File: config.mk
export PLATFORM = sky130hd
export DESIGN_NAME = bzt_tone
export DESIGN_NICKNAME = d
export VERILOG_FILES = /design/src/bzt_pkg.sv /design/src/bzt_divider.sv /design/src/bzt_tone.sv
export SDC_FILE = /design/constraint.sdc
export NUM_CORES = 1
export LEC_CHECK = 0
export BUFFER_PORTS_ARGS = -buffer_cell sky130_fd_sc_hd__buf_2
export CAP_MARGIN = 20
export CORE_MARGIN = 5
export CORE_UTILIZATION = 56
export CTS_CLUSTER_DIAMETER = 150
export DETAILED_ROUTE_END_ITERATION = 16
export MAX_ROUTING_LAYER = met4
export PLACE_DENSITY = 0.95
export RECOVER_POWER = 100
export SLEW_MARGIN = 20
export SYNTH_ARGS = -nofsm -noshare
export SYNTH_HDL_FRONTEND = slang
export SYNTH_SLANG_ARGS = --single-unit
File: constraint.sdc
create_clock -name clk -period 3.2 [get_ports clk]
set_clock_uncertainty 0.15 [all_clocks]
set_input_delay 0.32 -clock clk [delete_from_list [all_inputs] [get_ports clk]]
set_output_delay 0.32 -clock clk [all_outputs]
set_load 0.005 [all_outputs]
File: src/bzt_pkg.sv
// Purpose: Shared constants and types of the buzzer tone generator
// Assumes: Low-frequency oscillator of 32768 Hz, system clock of 200 MHz
// Notes: Register word index times four gives the APB byte address
//
// Overview of operation
// - Output enable at 1 drives the generated tone waveform onto the pin.
// - Output enable at 0 holds the tone pin low except while a burst runs.
// - Tone divides the 32.768 kHz clock; three-bit code picks one of eight frequencies.
// - Duty code sets high fraction: 8/16..1/16 and 8/20..1/20 groups.
// - Third and fourth frequency pairs give 12/24..5/24 and 12/28..5/28; code 0 loudest.
// - With envelope and output enabled, envelope level replaces the software duty code.
// - Envelope enable at 1 applies duty stepping; at 0 no envelope.
// - Output start with envelope on begins at level 1, stepping toward level 8.
// - After reaching level 8 the envelope holds it while output continues.
// - Restart write during envelope output returns duty to level 1, then decay resumes.
// - Envelope steps every 62.5 ms when step select is 0, 125 ms when 1.
// - First step may come up to one whole step time early; tick runs freely.
// - Burst length select gives 125 ms at 1 and 31.25 ms at 0.
// - Burst trigger write starts tone output at the next 256 Hz tick.
// - Burst ends after its duration, aligned to the 256 Hz tick.
// - Trigger bit reads 1 while a burst runs, 0 when idle.
// - Stop write during a burst ends it early at the next 256 Hz tick.
// - Trigger during a burst restarts the full duration from the next tick.
// - Bursts never use the envelope; they use current frequency and duty codes.
// - While output enable is 1, burst triggers are ignored.
// - Restart write is ignored without envelope or without output; writing 0 does nothing.
// - Stop write is ignored unless a burst is in progress.
// - Restart, stop and unused bits always read 0.

package bzt_pkg;

	// ----------------------------------------------------------------
	// Register map
	// ----------------------------------------------------------------
	localparam int APB_AW = 18;
	localparam logic [15:0] IDX_ENVELOPE_AND_OUTPUT_CONTROL = 16'hFF6C;
	localparam logic [15:0] IDX_SINGLE_BURST_CONTROL = 16'hFF6D;
	localparam logic [15:0] IDX_TONE_FREQUENCY_SELECT = 16'hFF6E;
	localparam logic [15:0] IDX_TONE_DUTY_SELECT = 16'hFF6F;
	localparam logic [APB_AW-1:0] ADDR_ENVELOPE_AND_OUTPUT_CONTROL = {IDX_ENVELOPE_AND_OUTPUT_CONTROL, 2'b00};
	localparam logic [APB_AW-1:0] ADDR_SINGLE_BURST_CONTROL = {IDX_SINGLE_BURST_CONTROL, 2'b00};
	localparam logic [APB_AW-1:0] ADDR_TONE_FREQUENCY_SELECT = {IDX_TONE_FREQUENCY_SELECT, 2'b00};
	localparam logic [APB_AW-1:0] ADDR_TONE_DUTY_SELECT = {IDX_TONE_DUTY_SELECT, 2'b00};

	// ----------------------------------------------------------------
	// Field positions and reset values
	// ----------------------------------------------------------------
	localparam int BIT_TONE_OUTPUT_ENABLE = 0;
	localparam int BIT_ENVELOPE_ENABLE = 1;
	localparam int BIT_ENVELOPE_RESTART = 2;
	localparam int BIT_ENVELOPE_STEP_TIME_SELECT = 3;
	localparam int BIT_SINGLE_BURST_LENGTH_SELECT = 0;
	localparam int BIT_SINGLE_BURST_TRIGGER = 1;
	localparam int BIT_SINGLE_BURST_STOP = 2;
	localparam int CODE_W = 3;
	localparam logic RST_CTRL_BIT = 1'b0;
	localparam logic [CODE_W-1:0] RST_FREQUENCY_CODE = 3'h0;
	localparam logic [CODE_W-1:0] RST_DUTY_CODE = 3'h0;
	localparam logic [CODE_W-1:0] DUTY_LEVEL_MAX = 3'h0;
	localparam logic [CODE_W-1:0] DUTY_LEVEL_MIN = 3'h7;

	// ----------------------------------------------------------------
	// Timing
	// ----------------------------------------------------------------
	localparam int LFO_HZ = 32768;
	localparam int BASE_HZ = 2 * LFO_HZ;
	localparam int TICK_BURST_HZ = 256;
	localparam int US_PER_S = 1000000;
	localparam int ENV_STEP_FAST_US = 62500;
	localparam int ENV_STEP_SLOW_US = 125000;
	localparam int BURST_SHORT_US = 31250;
	localparam int BURST_LONG_US = 125000;
	localparam int DIV_BURST = BASE_HZ / TICK_BURST_HZ;
	localparam int DIV_ENV_FAST = int'(longint'(ENV_STEP_FAST_US) * BASE_HZ / US_PER_S);
	localparam int DIV_ENV_SLOW = int'(longint'(ENV_STEP_SLOW_US) * BASE_HZ / US_PER_S);
	localparam int BURST_CNT_W = 6;
	localparam logic [BURST_CNT_W-1:0] BURST_SHORT_TICKS = BURST_CNT_W'(BURST_SHORT_US * TICK_BURST_HZ / US_PER_S);
	localparam logic [BURST_CNT_W-1:0] BURST_LONG_TICKS = BURST_CNT_W'(BURST_LONG_US * TICK_BURST_HZ / US_PER_S);

	// ----------------------------------------------------------------
	// Waveform shape
	// ----------------------------------------------------------------
	localparam int PHASE_W = 5;
	localparam logic [PHASE_W-1:0] PERIOD_BASE_TICKS = 5'h10;
	localparam logic [PHASE_W-1:0] HIGH_SHORT_TICKS = 5'h08;
	localparam logic [PHASE_W-1:0] HIGH_LONG_TICKS = 5'h0C;

	// ----------------------------------------------------------------
	// Types
	// ----------------------------------------------------------------
	typedef enum logic [2:0] {
		BURST_IDLE = 3'b001,
		BURST_ARMED = 3'b010,
		BURST_RUN = 3'b100
	} bzt_burst_type;

endpackage : bzt_pkg

File: src/bzt_divider.sv
// Purpose: Divider chain turning base ticks into low, burst and envelope ticks
// Assumes: base_tick is a one-cycle pulse at twice the oscillator rate
// Notes: All tick outputs are registered one-cycle pulses
`timescale 1ns/1ps
`default_nettype none

module bzt_divider
	import bzt_pkg::*;
#(
	parameter int DIV_W = $clog2(DIV_ENV_SLOW)
)
(
	input wire logic clk, // System clock
	input wire logic rst, // Synchronous reset
	input wire logic base_tick, // Base tick pulse
	output logic tick_low, // Half base rate pulse
	output logic tick_burst, // 256 Hz pulse
	output logic tick_fast, // 16 Hz pulse
	output logic tick_slow // 8 Hz pulse
);

	logic [DIV_W-1:0] count;

	// ----------------------------------------------------------------
	// Shared chain
	// ----------------------------------------------------------------
	always_ff @(posedge clk)
	begin
		if (rst)
			count <= '0;
		else if (base_tick)
			count <= count + 1'b1;
	end

	always_ff @(posedge clk)
	begin
		if (rst)
		begin
			tick_low <= 1'b0;
			tick_burst <= 1'b0;
			tick_fast <= 1'b0;
			tick_slow <= 1'b0;
		end
		else
		begin
			tick_low <= base_tick && count[0];
			tick_burst <= base_tick && (&count[$clog2(DIV_BURST)-1:0]);
			tick_fast <= base_tick && (&count[$clog2(DIV_ENV_FAST)-1:0]);
			tick_slow <= base_tick && (&count[$clog2(DIV_ENV_SLOW)-1:0]);
		end
	end

endmodule : bzt_divider
`default_nettype wire

File: src/bzt_tone.sv
// Purpose: Buzzer tone generator with envelope and timed bursts behind APB
// Assumes: Oscillator input is asynchronous and slow against clk
// Notes: Tone runs freely, so enabling it may cut a period short
//
// Design decision made here: the APB interface to the registers.
`timescale 1ns/1ps
`default_nettype none

module bzt_tone
	import bzt_pkg::*;
(
	input wire logic clk, // System clock
	input wire logic rst, // Synchronous reset
	input wire logic low_frequency_oscillator_clock, // Oscillator pin
	input wire logic [bzt_pkg::APB_AW-1:0] paddr, // APB address
	input wire logic psel, // APB select
	input wire logic penable, // APB enable
	input wire logic pwrite, // APB direction
	input wire logic [31:0] pwdata, // APB write data
	output logic [31:0] prdata, // APB read data
	output logic pready, // APB ready
	output logic pslverr, // APB error
	output logic tone_output_pin // Buzzer drive
);

	// ----------------------------------------------------------------
	// Oscillator synchroniser and base tick
	// ----------------------------------------------------------------
	logic osc_meta;
	logic osc_sync;
	logic osc_prev;
	logic base_tick;
	logic tick_low;
	logic tick_burst;
	logic tick_fast;
	logic tick_slow;

	always_ff @(posedge clk)
	begin
		if (rst)
		begin
			osc_meta <= 1'b0;
			osc_sync <= 1'b0;
			osc_prev <= 1'b0;
		end
		else
		begin
			osc_meta <= low_frequency_oscillator_clock;
			osc_sync <= osc_meta;
			osc_prev <= osc_sync;
		end
	end

	// Both oscillator edges give the base rate
	assign base_tick = osc_sync ^ osc_prev;

	bzt_divider u_divider (
		.clk(clk),
		.rst(rst),
		.base_tick(base_tick),
		.tick_low(tick_low),
		.tick_burst(tick_burst),
		.tick_fast(tick_fast),
		.tick_slow(tick_slow)
	);

	// ----------------------------------------------------------------
	// APB decode
	// ----------------------------------------------------------------
	logic hit_ctrl;
	logic hit_burst;
	logic hit_freq;
	logic hit_duty;
	logic mapped;
	logic wr_access;
	logic wr_ctrl;
	logic wr_burst;

	assign hit_ctrl = paddr == ADDR_ENVELOPE_AND_OUTPUT_CONTROL;
	assign hit_burst = paddr == ADDR_SINGLE_BURST_CONTROL;
	assign hit_freq = paddr == ADDR_TONE_FREQUENCY_SELECT;
	assign hit_duty = paddr == ADDR_TONE_DUTY_SELECT;
	assign mapped = hit_ctrl || hit_burst || hit_freq || hit_duty;
	assign wr_access = psel && penable && pwrite && mapped;
	assign wr_ctrl = wr_access && hit_ctrl;
	assign wr_burst = wr_access && hit_burst;
	assign pready = 1'b1;
	assign pslverr = psel && penable && !mapped;

	// ----------------------------------------------------------------
	// Software registers
	// ----------------------------------------------------------------
	logic tone_output_enable;
	logic envelope_enable;
	logic envelope_step_time_select;
	logic single_burst_length_select;
	logic [CODE_W-1:0] tone_frequency_code;
	logic [CODE_W-1:0] duty_level_code;

	always_ff @(posedge clk)
	begin
		if (rst)
		begin
			tone_output_enable <= RST_CTRL_BIT;
			envelope_enable <= RST_CTRL_BIT;
			envelope_step_time_select <= RST_CTRL_BIT;
		end
		else if (wr_ctrl)
		begin
			tone_output_enable <= pwdata[BIT_TONE_OUTPUT_ENABLE];
			envelope_enable <= pwdata[BIT_ENVELOPE_ENABLE];
			envelope_step_time_select <= pwdata[BIT_ENVELOPE_STEP_TIME_SELECT];
		end
	end

	always_ff @(posedge clk)
	begin
		if (rst)
			single_burst_length_select <= RST_CTRL_BIT;
		else if (wr_burst)
			single_burst_length_select <= pwdata[BIT_SINGLE_BURST_LENGTH_SELECT];
	end

	always_ff @(posedge clk)
	begin
		if (rst)
		begin
			tone_frequency_code <= RST_FREQUENCY_CODE;
			duty_level_code <= RST_DUTY_CODE;
		end
		else if (wr_access)
		begin
			if (hit_freq)
				tone_frequency_code <= pwdata[CODE_W-1:0];
			if (hit_duty)
				duty_level_code <= pwdata[CODE_W-1:0];
		end
	end

	// ----------------------------------------------------------------
	// Digital envelope
	// ----------------------------------------------------------------
	logic [CODE_W-1:0] envelope_level;
	logic restart_wr;
	logic step_tick;

	// Restart needs envelope on and tone output running
	assign restart_wr = wr_ctrl && pwdata[BIT_ENVELOPE_RESTART] && envelope_enable && tone_output_enable;
	// Free-running tick, so the first step lands anywhere within one period
	assign step_tick = envelope_step_time_select ? tick_slow : tick_fast;

	always_ff @(posedge clk)
	begin
		if (rst || !tone_output_enable)
			envelope_level <= DUTY_LEVEL_MAX;
		else if (restart_wr)
			envelope_level <= DUTY_LEVEL_MAX;
		else if (envelope_enable && step_tick && envelope_level != DUTY_LEVEL_MIN)
			envelope_level <= envelope_level + 1'b1;
	end

	// ----------------------------------------------------------------
	// Waveform
	// ----------------------------------------------------------------
	logic [CODE_W-1:0] active_level;
	logic [PHASE_W-1:0] period_ticks;
	logic [PHASE_W-1:0] high_ticks;
	logic [PHASE_W-1:0] phase;
	logic wave_step;
	logic wave;

	// Burst only runs with output enable low, so it never sees the envelope
	assign active_level = (envelope_enable && tone_output_enable) ? envelope_level : duty_level_code;
	assign period_ticks = PERIOD_BASE_TICKS + {1'b0, tone_frequency_code[1:0], 2'b00};
	assign high_ticks = (tone_frequency_code[1] ? HIGH_LONG_TICKS : HIGH_SHORT_TICKS)
		- {2'b00, active_level};
	assign wave_step = tone_frequency_code[2] ? tick_low : base_tick;

	always_ff @(posedge clk)
	begin
		if (rst)
			phase <= '0;
		else if (wave_step)
		begin
			if (phase >= period_ticks - 1'b1)
				phase <= '0;
			else
				phase <= phase + 1'b1;
		end
	end

	always_ff @(posedge clk)
	begin
		if (rst)
			wave <= 1'b0;
		else
			wave <= phase < high_ticks;
	end

	// ----------------------------------------------------------------
	// Timed burst
	// ----------------------------------------------------------------
	bzt_burst_type burst_state;
	logic [BURST_CNT_W-1:0] burst_count;
	logic trigger_wr;
	logic stop_wr;
	logic retrig_pend;
	logic stop_pend;
	logic do_stop;
	logic do_retrig;
	logic burst_busy;

	assign burst_busy = burst_state != BURST_IDLE;
	assign trigger_wr = wr_burst && pwdata[BIT_SINGLE_BURST_TRIGGER] && !tone_output_enable;
	assign stop_wr = wr_burst && pwdata[BIT_SINGLE_BURST_STOP] && burst_busy;
	// Same-cycle writes act at once, so a tick never loses them
	assign do_stop = stop_pend || stop_wr;
	assign do_retrig = retrig_pend || trigger_wr;

	always_ff @(posedge clk)
	begin
		if (rst || tick_burst)
		begin
			retrig_pend <= 1'b0;
			stop_pend <= 1'b0;
		end
		else
		begin
			if (trigger_wr && burst_state == BURST_RUN)
				retrig_pend <= 1'b1;
			if (stop_wr)
				stop_pend <= 1'b1;
		end
	end

	always_ff @(posedge clk)
	begin
		if (rst)
		begin
			burst_state <= BURST_IDLE;
			burst_count <= '0;
		end
		else
		begin
			case (burst_state)
				BURST_IDLE:
				begin
					if (trigger_wr)
						burst_state <= BURST_ARMED;
				end
				BURST_ARMED:
				begin
					if (tick_burst)
					begin
						if (do_stop)
							burst_state <= BURST_IDLE;
						else
						begin
							burst_state <= BURST_RUN;
							burst_count <= single_burst_length_select ? BURST_LONG_TICKS : BURST_SHORT_TICKS;
						end
					end
				end
				BURST_RUN:
				begin
					if (tick_burst)
					begin
						if (do_stop)
							burst_state <= BURST_IDLE;
						else if (do_retrig)
							burst_count <= single_burst_length_select ? BURST_LONG_TICKS : BURST_SHORT_TICKS;
						else if (burst_count == 1)
							burst_state <= BURST_IDLE;
						else
							burst_count <= burst_count - 1'b1;
					end
				end
				default:
				begin
					burst_state <= BURST_IDLE;
				end
			endcase
		end
	end

	// ----------------------------------------------------------------
	// Pin drive
	// ----------------------------------------------------------------
	logic tone_on;

	assign tone_on = tone_output_enable || burst_state == BURST_RUN;

	always_ff @(posedge clk)
	begin
		if (rst)
			tone_output_pin <= 1'b0;
		else
			tone_output_pin <= tone_on && wave;
	end

	// ----------------------------------------------------------------
	// Read data, captured in the setup phase
	// ----------------------------------------------------------------
	always_ff @(posedge clk)
	begin
		if (rst)
			prdata <= '0;
		else if (psel && !penable && !pwrite)
		begin
			prdata <= '0;
			if (hit_ctrl)
				prdata[3:0] <= {envelope_step_time_select, 1'b0, envelope_enable, tone_output_enable};
			if (hit_burst)
				prdata[3:0] <= {2'b00, burst_busy, single_burst_length_select};
			if (hit_freq)
				prdata[CODE_W-1:0] <= tone_frequency_code;
			if (hit_duty)
				prdata[CODE_W-1:0] <= duty_level_code;
		end
	end
endmodule : bzt_tone
`default_nettype wire

# Yosys cells after proc, flatten, opt, wreduce, memory -nomap -nowiden
# Index checks and enable logic that the tools add are counted.
totals:
  regBits: 55
  latchBits: 0
  mem_bits_rw: 0
  mem_bits_ro: 0
  output_inout_bits: 35
  word_cells: 121
  n_memories: 0
classes:
  addsub: 7
  n_mul: 0
  div_mod_pow: 0
  order_cmp: 2
  n_eq_ne: 18
  n_shift: 0
  n_mux: 25
  n_bitwise: 1
  n_reduce_logical: 45
ops:
  columns: ["op", "count"]
  rows:
  - ["== test 18 bit (second input constant)", 4]
  - ["two-way mux 6 bit", 7]
  - ["two-way mux 3 bit", 11]
  - ["logical AND 1 bit", 24]
  - ["adder 13 x 1 -> 13 bit (second input constant)", 1]
  - ["AND reduction 13 bit", 1]
  - ["inequality test 3 bit (second input constant)", 4]
  - ["one-hot mux 6 bit (2 select lines)", 1]
  - ["AND reduction 12 bit", 1]
  - ["one-hot mux 3 bit (3 select lines)", 1]
  - ["logical OR 1 bit", 8]
  - ["two-way mux 4 bit", 2]
  - ["AND reduction 8 bit", 1]
  - ["== test 6 x 1 -> 1 bit (second input constant)", 1]
  - ["inequality test 2 bit (second input constant)", 3]
  - ["AND reduction 6 bit", 1]
  - ["subtractor 6 x 1 -> 6 bit (second input constant)", 1]
  - ["adder 5 x 1 -> 5 bit (second input constant)", 1]
  - ["adder 5 x 4 -> 5 bit (first input constant)", 1]
  - ["greater-or-equal comparator 5 bit", 1]
  - ["less-than comparator 5 bit", 1]
  - ["two-way mux 5 bit", 1]
  - ["AND reduction 5 bit", 1]
  - ["subtractor 4 x 3 -> 5 bit", 1]
  - ["other kinds (13)", 19]

# Longest topological paths before layout
depth:
  ltp_word: 13
  depth_mapped: 8

# Cells and area by module
# From an unflattened synthesis, not the netlist that was laid out.
hier_totals:
  cells_unflattened: 341
  area_unflattened_um2: 3085.5
by_module_without_submodules:
  columns: ["module", "instances", "cells_each", "area_per_inst_um2", "seq_area_each_um2"]
  rows:
  - ["bzt_tone", 1, 264, 2319.7, 760.7]
  - ["bzt_divider", 1, 77, 765.7, 340.3]

# Worst setup path before layout
# OpenSTA, ideal clock, no wires.
synth_path:
  path_type: "input -> register"
  startpoint: "input paddr[2] in the netlist's numbering"
  endpoint: "register burst_state[1]"
  arrival_time_ns: 1.874
  slack_ns: 1.055
  stages: 7
  path_cell_list: "buf_2 -> nor2b_4 -> and4b_4 -> buf_6 -> a211o_1 -> a311o_2 -> mux2_4"
synth_via:
  elab_chain_len: 12
  word_cells_on_any_way: 22
  classes_between: "eq/ne (7); mux (3); reduce/logical (12)"
synth_lines:
  columns: ["item", "line", "text"]
  rows:
  - ["from (decl)", "bzt_tone.sv:15", "input wire logic [bzt_pkg::APB_AW-1:0] paddr,"]
  - ["== test 18 bit (on tied branches)", "bzt_tone.sv:79, bzt_tone.sv:80", null]
  - ["logical OR 1 bit (3 in a row)", "bzt_tone.sv:83", "assign mapped = hit_ctrl || hit_burst || hit_freq || hit_duty;"]
  - ["logical AND 1 bit", "bzt_tone.sv:84", "assign wr_access = psel && penable && pwrite && mapped;"]
  - ["logical AND 1 bit *", "bzt_tone.sv:86", "assign wr_burst = wr_access && hit_burst;"]
  - ["logical AND 1 bit (2 in a row)", "bzt_tone.sv:215", "assign stop_wr = wr_burst && pwdata[BIT_SINGLE_BURST_STOP] && burst_busy;"]
  - ["logical OR 1 bit", "bzt_tone.sv:217", "assign do_stop = stop_pend || stop_wr;"]
  - ["two-way mux 3 bit", "bzt_tone.sv:268", "if (do_stop)"]
  - ["two-way mux 3 bit", "bzt_tone.sv:266", "if (tick_burst)"]
  - ["one-hot mux 3 bit (3 select lines)", "bzt_tone.sv:245", "case (burst_state)"]
  - ["to (signal assigned)", "bzt_tone.sv:249", "burst_state <= BURST_ARMED;"]
  - ["to (signal assigned)", "bzt_tone.sv:269", "burst_state <= BURST_IDLE;"]
  - ["to (signal assigned)", "bzt_tone.sv:273", "burst_state <= BURST_IDLE;"]
  - ["to (decl)", "bzt_tone.sv:203", "bzt_burst_type burst_state;"]
# Every way passes the cells marked *; elsewhere a longest branch is shown, timed or not. The select of a mux whose other input is x is not followed.
# A chain may end at the register's enable or synchronous reset.

# Worst setup path after layout
layout_path:
  startpoint: "input paddr[0] in the netlist's numbering"
  endpoint: "register burst_count[3]"
layout_via:
  elab_chain_len: 13
  word_cells_on_any_way: 23
  classes_between: "eq/ne (7); mux (4); reduce/logical (12)"
layout_lines:
  columns: ["item", "line", "text"]
  rows:
  - ["== test 18 bit (on tied branches)", "bzt_tone.sv:79, bzt_tone.sv:80", null]
  - ["logical OR 1 bit (3 in a row)", "bzt_tone.sv:83", null]
  - ["logical AND 1 bit", "bzt_tone.sv:84", null]
  - ["logical AND 1 bit *", "bzt_tone.sv:86", null]
  - ["logical AND 1 bit (2 in a row)", "bzt_tone.sv:214", "assign trigger_wr = wr_burst && pwdata[BIT_SINGLE_BURST_TRIGGER] && !tone_output_enable;"]
  - ["logical OR 1 bit", "bzt_tone.sv:218", "assign do_retrig = retrig_pend || trigger_wr;"]
  - ["two-way mux 6 bit", "bzt_tone.sv:270", "else if (do_retrig)"]
  - ["two-way mux 6 bit", "bzt_tone.sv:268", null]
  - ["two-way mux 6 bit", "bzt_tone.sv:266", null]
  - ["one-hot mux 6 bit (2 select lines)", "bzt_tone.sv:245", null]
  - ["to (signal assigned)", "bzt_tone.sv:260", "burst_count <= single_burst_length_select ? BURST_LONG_TICKS : BURST_SHORT_TICKS;"]
  - ["to (signal assigned)", "bzt_tone.sv:271", "burst_count <= single_burst_length_select ? BURST_LONG_TICKS : BURST_SHORT_TICKS;"]
  - ["to (signal assigned)", "bzt_tone.sv:275", "burst_count <= burst_count - 1'b1;"]
  - ["to (decl)", "bzt_tone.sv:204", "logic [BURST_CNT_W-1:0] burst_count;"]
# Marked as above.

==> impl_metrics.json <==
{
  "diodes": 0,
  "antenna_found_initial": 0,
  "first_pass_iters": 4,
  "worst-r2r-setup-slack_ns": 0.75,
  "pwr-share-comb_pct": 11.2,
  "place_area_sq_mm": 0.00315,
  "drc": 0,
  "async_reset_ff_share_pct": 0,
  "switching_share_pct": 27.7,
  "multi_input_area_sq_mm": 0.00172,
  "r2r_end": "burst_count[3]",
  "yosys_warnings": 0,
  "clockRootBuffer": "clkbuf_8",
  "overflow": 0,
  "wl_per_cell_um": 15.2,
  "die_w_um": 83.9,
  "cp_cell_sequence": "buf_2 > nand4b_1 > nor4_2 > a211oi_1 > o311ai_0 > o41ai_2",
  "port_buffers": 33,
  "vdd_drop_max_mv": 0.322,
  "synth.distinct_cells": 55,
  "maxSlewHeadroom_pct": -42.1,
  "status": "complete, but fails checks",
  "synth_area_sq_mm": 0.00306,
  "cts_made_buffers": 5,
  "cts_setup_buffers": 0,
  "fin_setup_tns_ns": 0,
  "stdcell_area_sq_mm": 0.00321,
  "first_iter_violations": 147,
  "crit_path_start": "paddr[0]",
  "area_delta_synth_final_pct": 5.03,
  "core-area_sq_mm": 0.00541,
  "initial_core_util_pct": 56.6,
  "fin_crit_ns": 2.71,
  "dieArea_sq_mm": 0.00704,
  "ctsResizeCount": 0,
  "num_vias": 2466,
  "fmax_mhz": 369,
  "rows": 27,
  "netlist.area_leader.share_pct": 36.0,
  "grt_pass1_wl_um": 10900,
  "ios": 91,
  "rsz0062_at_grt": "false",
  "htreeDepth": 2,
  "cts.reportedPaths.clkPinSlew_ns": 0.11,
  "top_layer": "met4",
  "dr_wl_met2_um": 3530,
  "ff2ff_path_depth": 5,
  "pwr-share-clk_pct": 33.1,
  "cts_tree": "built",
  "layout_common_cells": "dfxtp_1, nor2_1, conb_1, buf_2, mux2i_1",
  "die_height_um": 83.9,
  "cts_sinks": 55,
  "arrival_ns": 2.68,
  "dr_wl_met3_um": 322,
  "r2r-start": "burst_state[2]",
  "min_path_type": "input port to register",
  "worstPathMaxFanout": 12,
  "final_common_cell": "dfxtp_1",
  "drtAntennaViolNets": 0,
  "wl_um": 6530,
  "synth-edff-count": 0,
  "violations": "max-capacitance violations, max-slew violations",
  "clock_latency_ns": 0.32,
  "via_per_inst": 5.72,
  "post-place-cells": 423,
  "intPower_uw": 926,
  "ys.flop_type": "dfxtp_1",
  "dp_hpwl_um": 4880,
  "seq_area_sq_mm": 0.00110,
  "critPathMaxStageDelay_ns": 0.89,
  "cts_hold_buf": 0,
  "hold_viol_final": 0,
  "fin_nets": 429,
  "p_total_uw": 1280,
  "syn_inst": 330,
  "min_from": "low_frequency_oscillator_clock",
  "met1Wirelength_um": 2560,
  "ys_seq_area_share_pct": 36.0,
  "power.leakage_uw": 0.00136,
  "worstSetupEndpointType": "register",
  "fin_cells": 431,
  "grtUsageTotal_pct": 19.1,
  "cts_buffer_depth": 2,
  "fillers": 478,
  "drv_cap": 1,
  "finalMaxSlewViolations": 49,
  "worstPathRequired_ns": 3.18,
  "grt_pass1_vias": 2372,
  "place_congestion": 0.936,
  "ys_seq_elements": 55,
  "yosysTopAreaCell": "dfxtp_1",
  "finalCritPeriodShare_pct": 84.6,
  "cpMaxStageDelayCell": "nor4_2",
  "critPathCapture": "burst_count[3]",
  "power_density_mw_per_mm2": 399,
  "power_switching_uw": 355,
  "syn_avg_cell_area_sq_um": 9.27,
  "drive_gt1_share_pct": 14.2,
  "grt_start_max_net_pins": 49,
  "power_frac_seq_pct": 55.7,
  "path_class": "input port to register",
  "netlist_top_cells_area": "dfxtp_1, buf_4, mux2i_1",
  "tightest_slew_ns": 2.13,
  "setup_viol": 0,
  "cp-start-kind": "input port"
}
[power groups by stage]
stage	clock, uW	combinational (uW)	sequential (uW)
final	424	143	714
after detailed placement	0	145	729
after CTS	430	149	714
after global placement	0	140	728
after global routing	467	161	718
after floorplan	0	134	725
[synth_stat cells, types with 2 or more instances]
master and number:
nand2b_1 3, o21ai_1 2, a211oi_1 8, a21boi_0 2, a21oi_1 15, o21ai_0 7
conb_1 2, nor3b_1 6, buf_6 2, mux4_2 2, nor2_1 33, mux2_2 2
dfxtp_1 55, buf_4 29, and3_1 5, nor3_1 7, xor2_1 8, or3_1 4
mux2i_1 20, a31oi_1 2, or3b_2 2, buf_2 5, nand2_1 11, nand4_1 14
a21o_1 6, nand3_1 9, or4_1 2, nand4b_1 4, ha_1 15, xnor2_1 8
nor2b_1 4, inv_1 9, clkbuf_1 5
[cells by family after synthesis]
family                     Yosys count  share of synthesized area, %
buffers and inverters               50                          10.4
and+or+nand+nor                    112                          20.9
xor gates and xnor gates            17                          5.11
AOI/OAI and AO/OA                   54                          12.0
muxes                               25                          9.24
DFF                                 55                          36.0
adders and majority gates           15                          6.13
other                                2                         0.245
[critical path, delay by kind of cell]
| family | cells | cell delay (ns) |
|---|---|---|
| AND/OR/NAND/NOR | 2 | 1.10 |
| AO/OA/AOI/OAI | 3 | 1.17 |
| buffers and inverters | 1 | 0.10 |
[worst min-delay path by stage]
stage	cells past startpoint	slack [ns]	endpoint
after floorplan	1	0.26	osc_sync
after detailed placement	1	0.29	osc_sync
after CTS	2	0.10	osc_meta
after global placement	1	0.27	osc_sync
final	2	0.11	osc_meta
after global routing	2	0.09	osc_meta
[area by class of cell]
| class | instances | share of cell area (%) |
|---|---|---|
| multi-input combinational | 252 | 53.6 |
| sequential | 55 | 34.3 |
| timing repair buffer | 35 | 5.22 |
| tap | 72 | 2.80 |
| clock buffer | 5 | 2.14 |
| inverter | 9 | 1.05 |
| clock inverter | 3 | 0.973 |
[sequential cells by signal (all words and copies together), names as in the netlist, 3 cells and up]
name	count
phase	5
envelope_level	3
duty_level_code	3
prdata	4
u_divider.count	13
burst_state	3
tone_frequency_code	3
burst_count	6
[layer usage]
layer / global-route usage (%) / vias to the layer above
met5: - / -
met4: 6.29 / 0
met3: 4.54 / 18
met2: 34.3 / 72
met1: 20.7 / 1197
li1: - / 1179
[through the flow]
stage	util (%)	worst slack, ns	hold WS [ns]
2_1_floorplan	-	1.06	0.264
3_3_place_gp	58.2	0.774	0.270
3_5_place_dp	58.2	0.662	0.291
4_1_cts	60.1	0.753	0.104
5_1_grt	59.5	0.370	0.0888
6_report	59.5	0.493	0.109
Power figures use the tool's default switching activity.
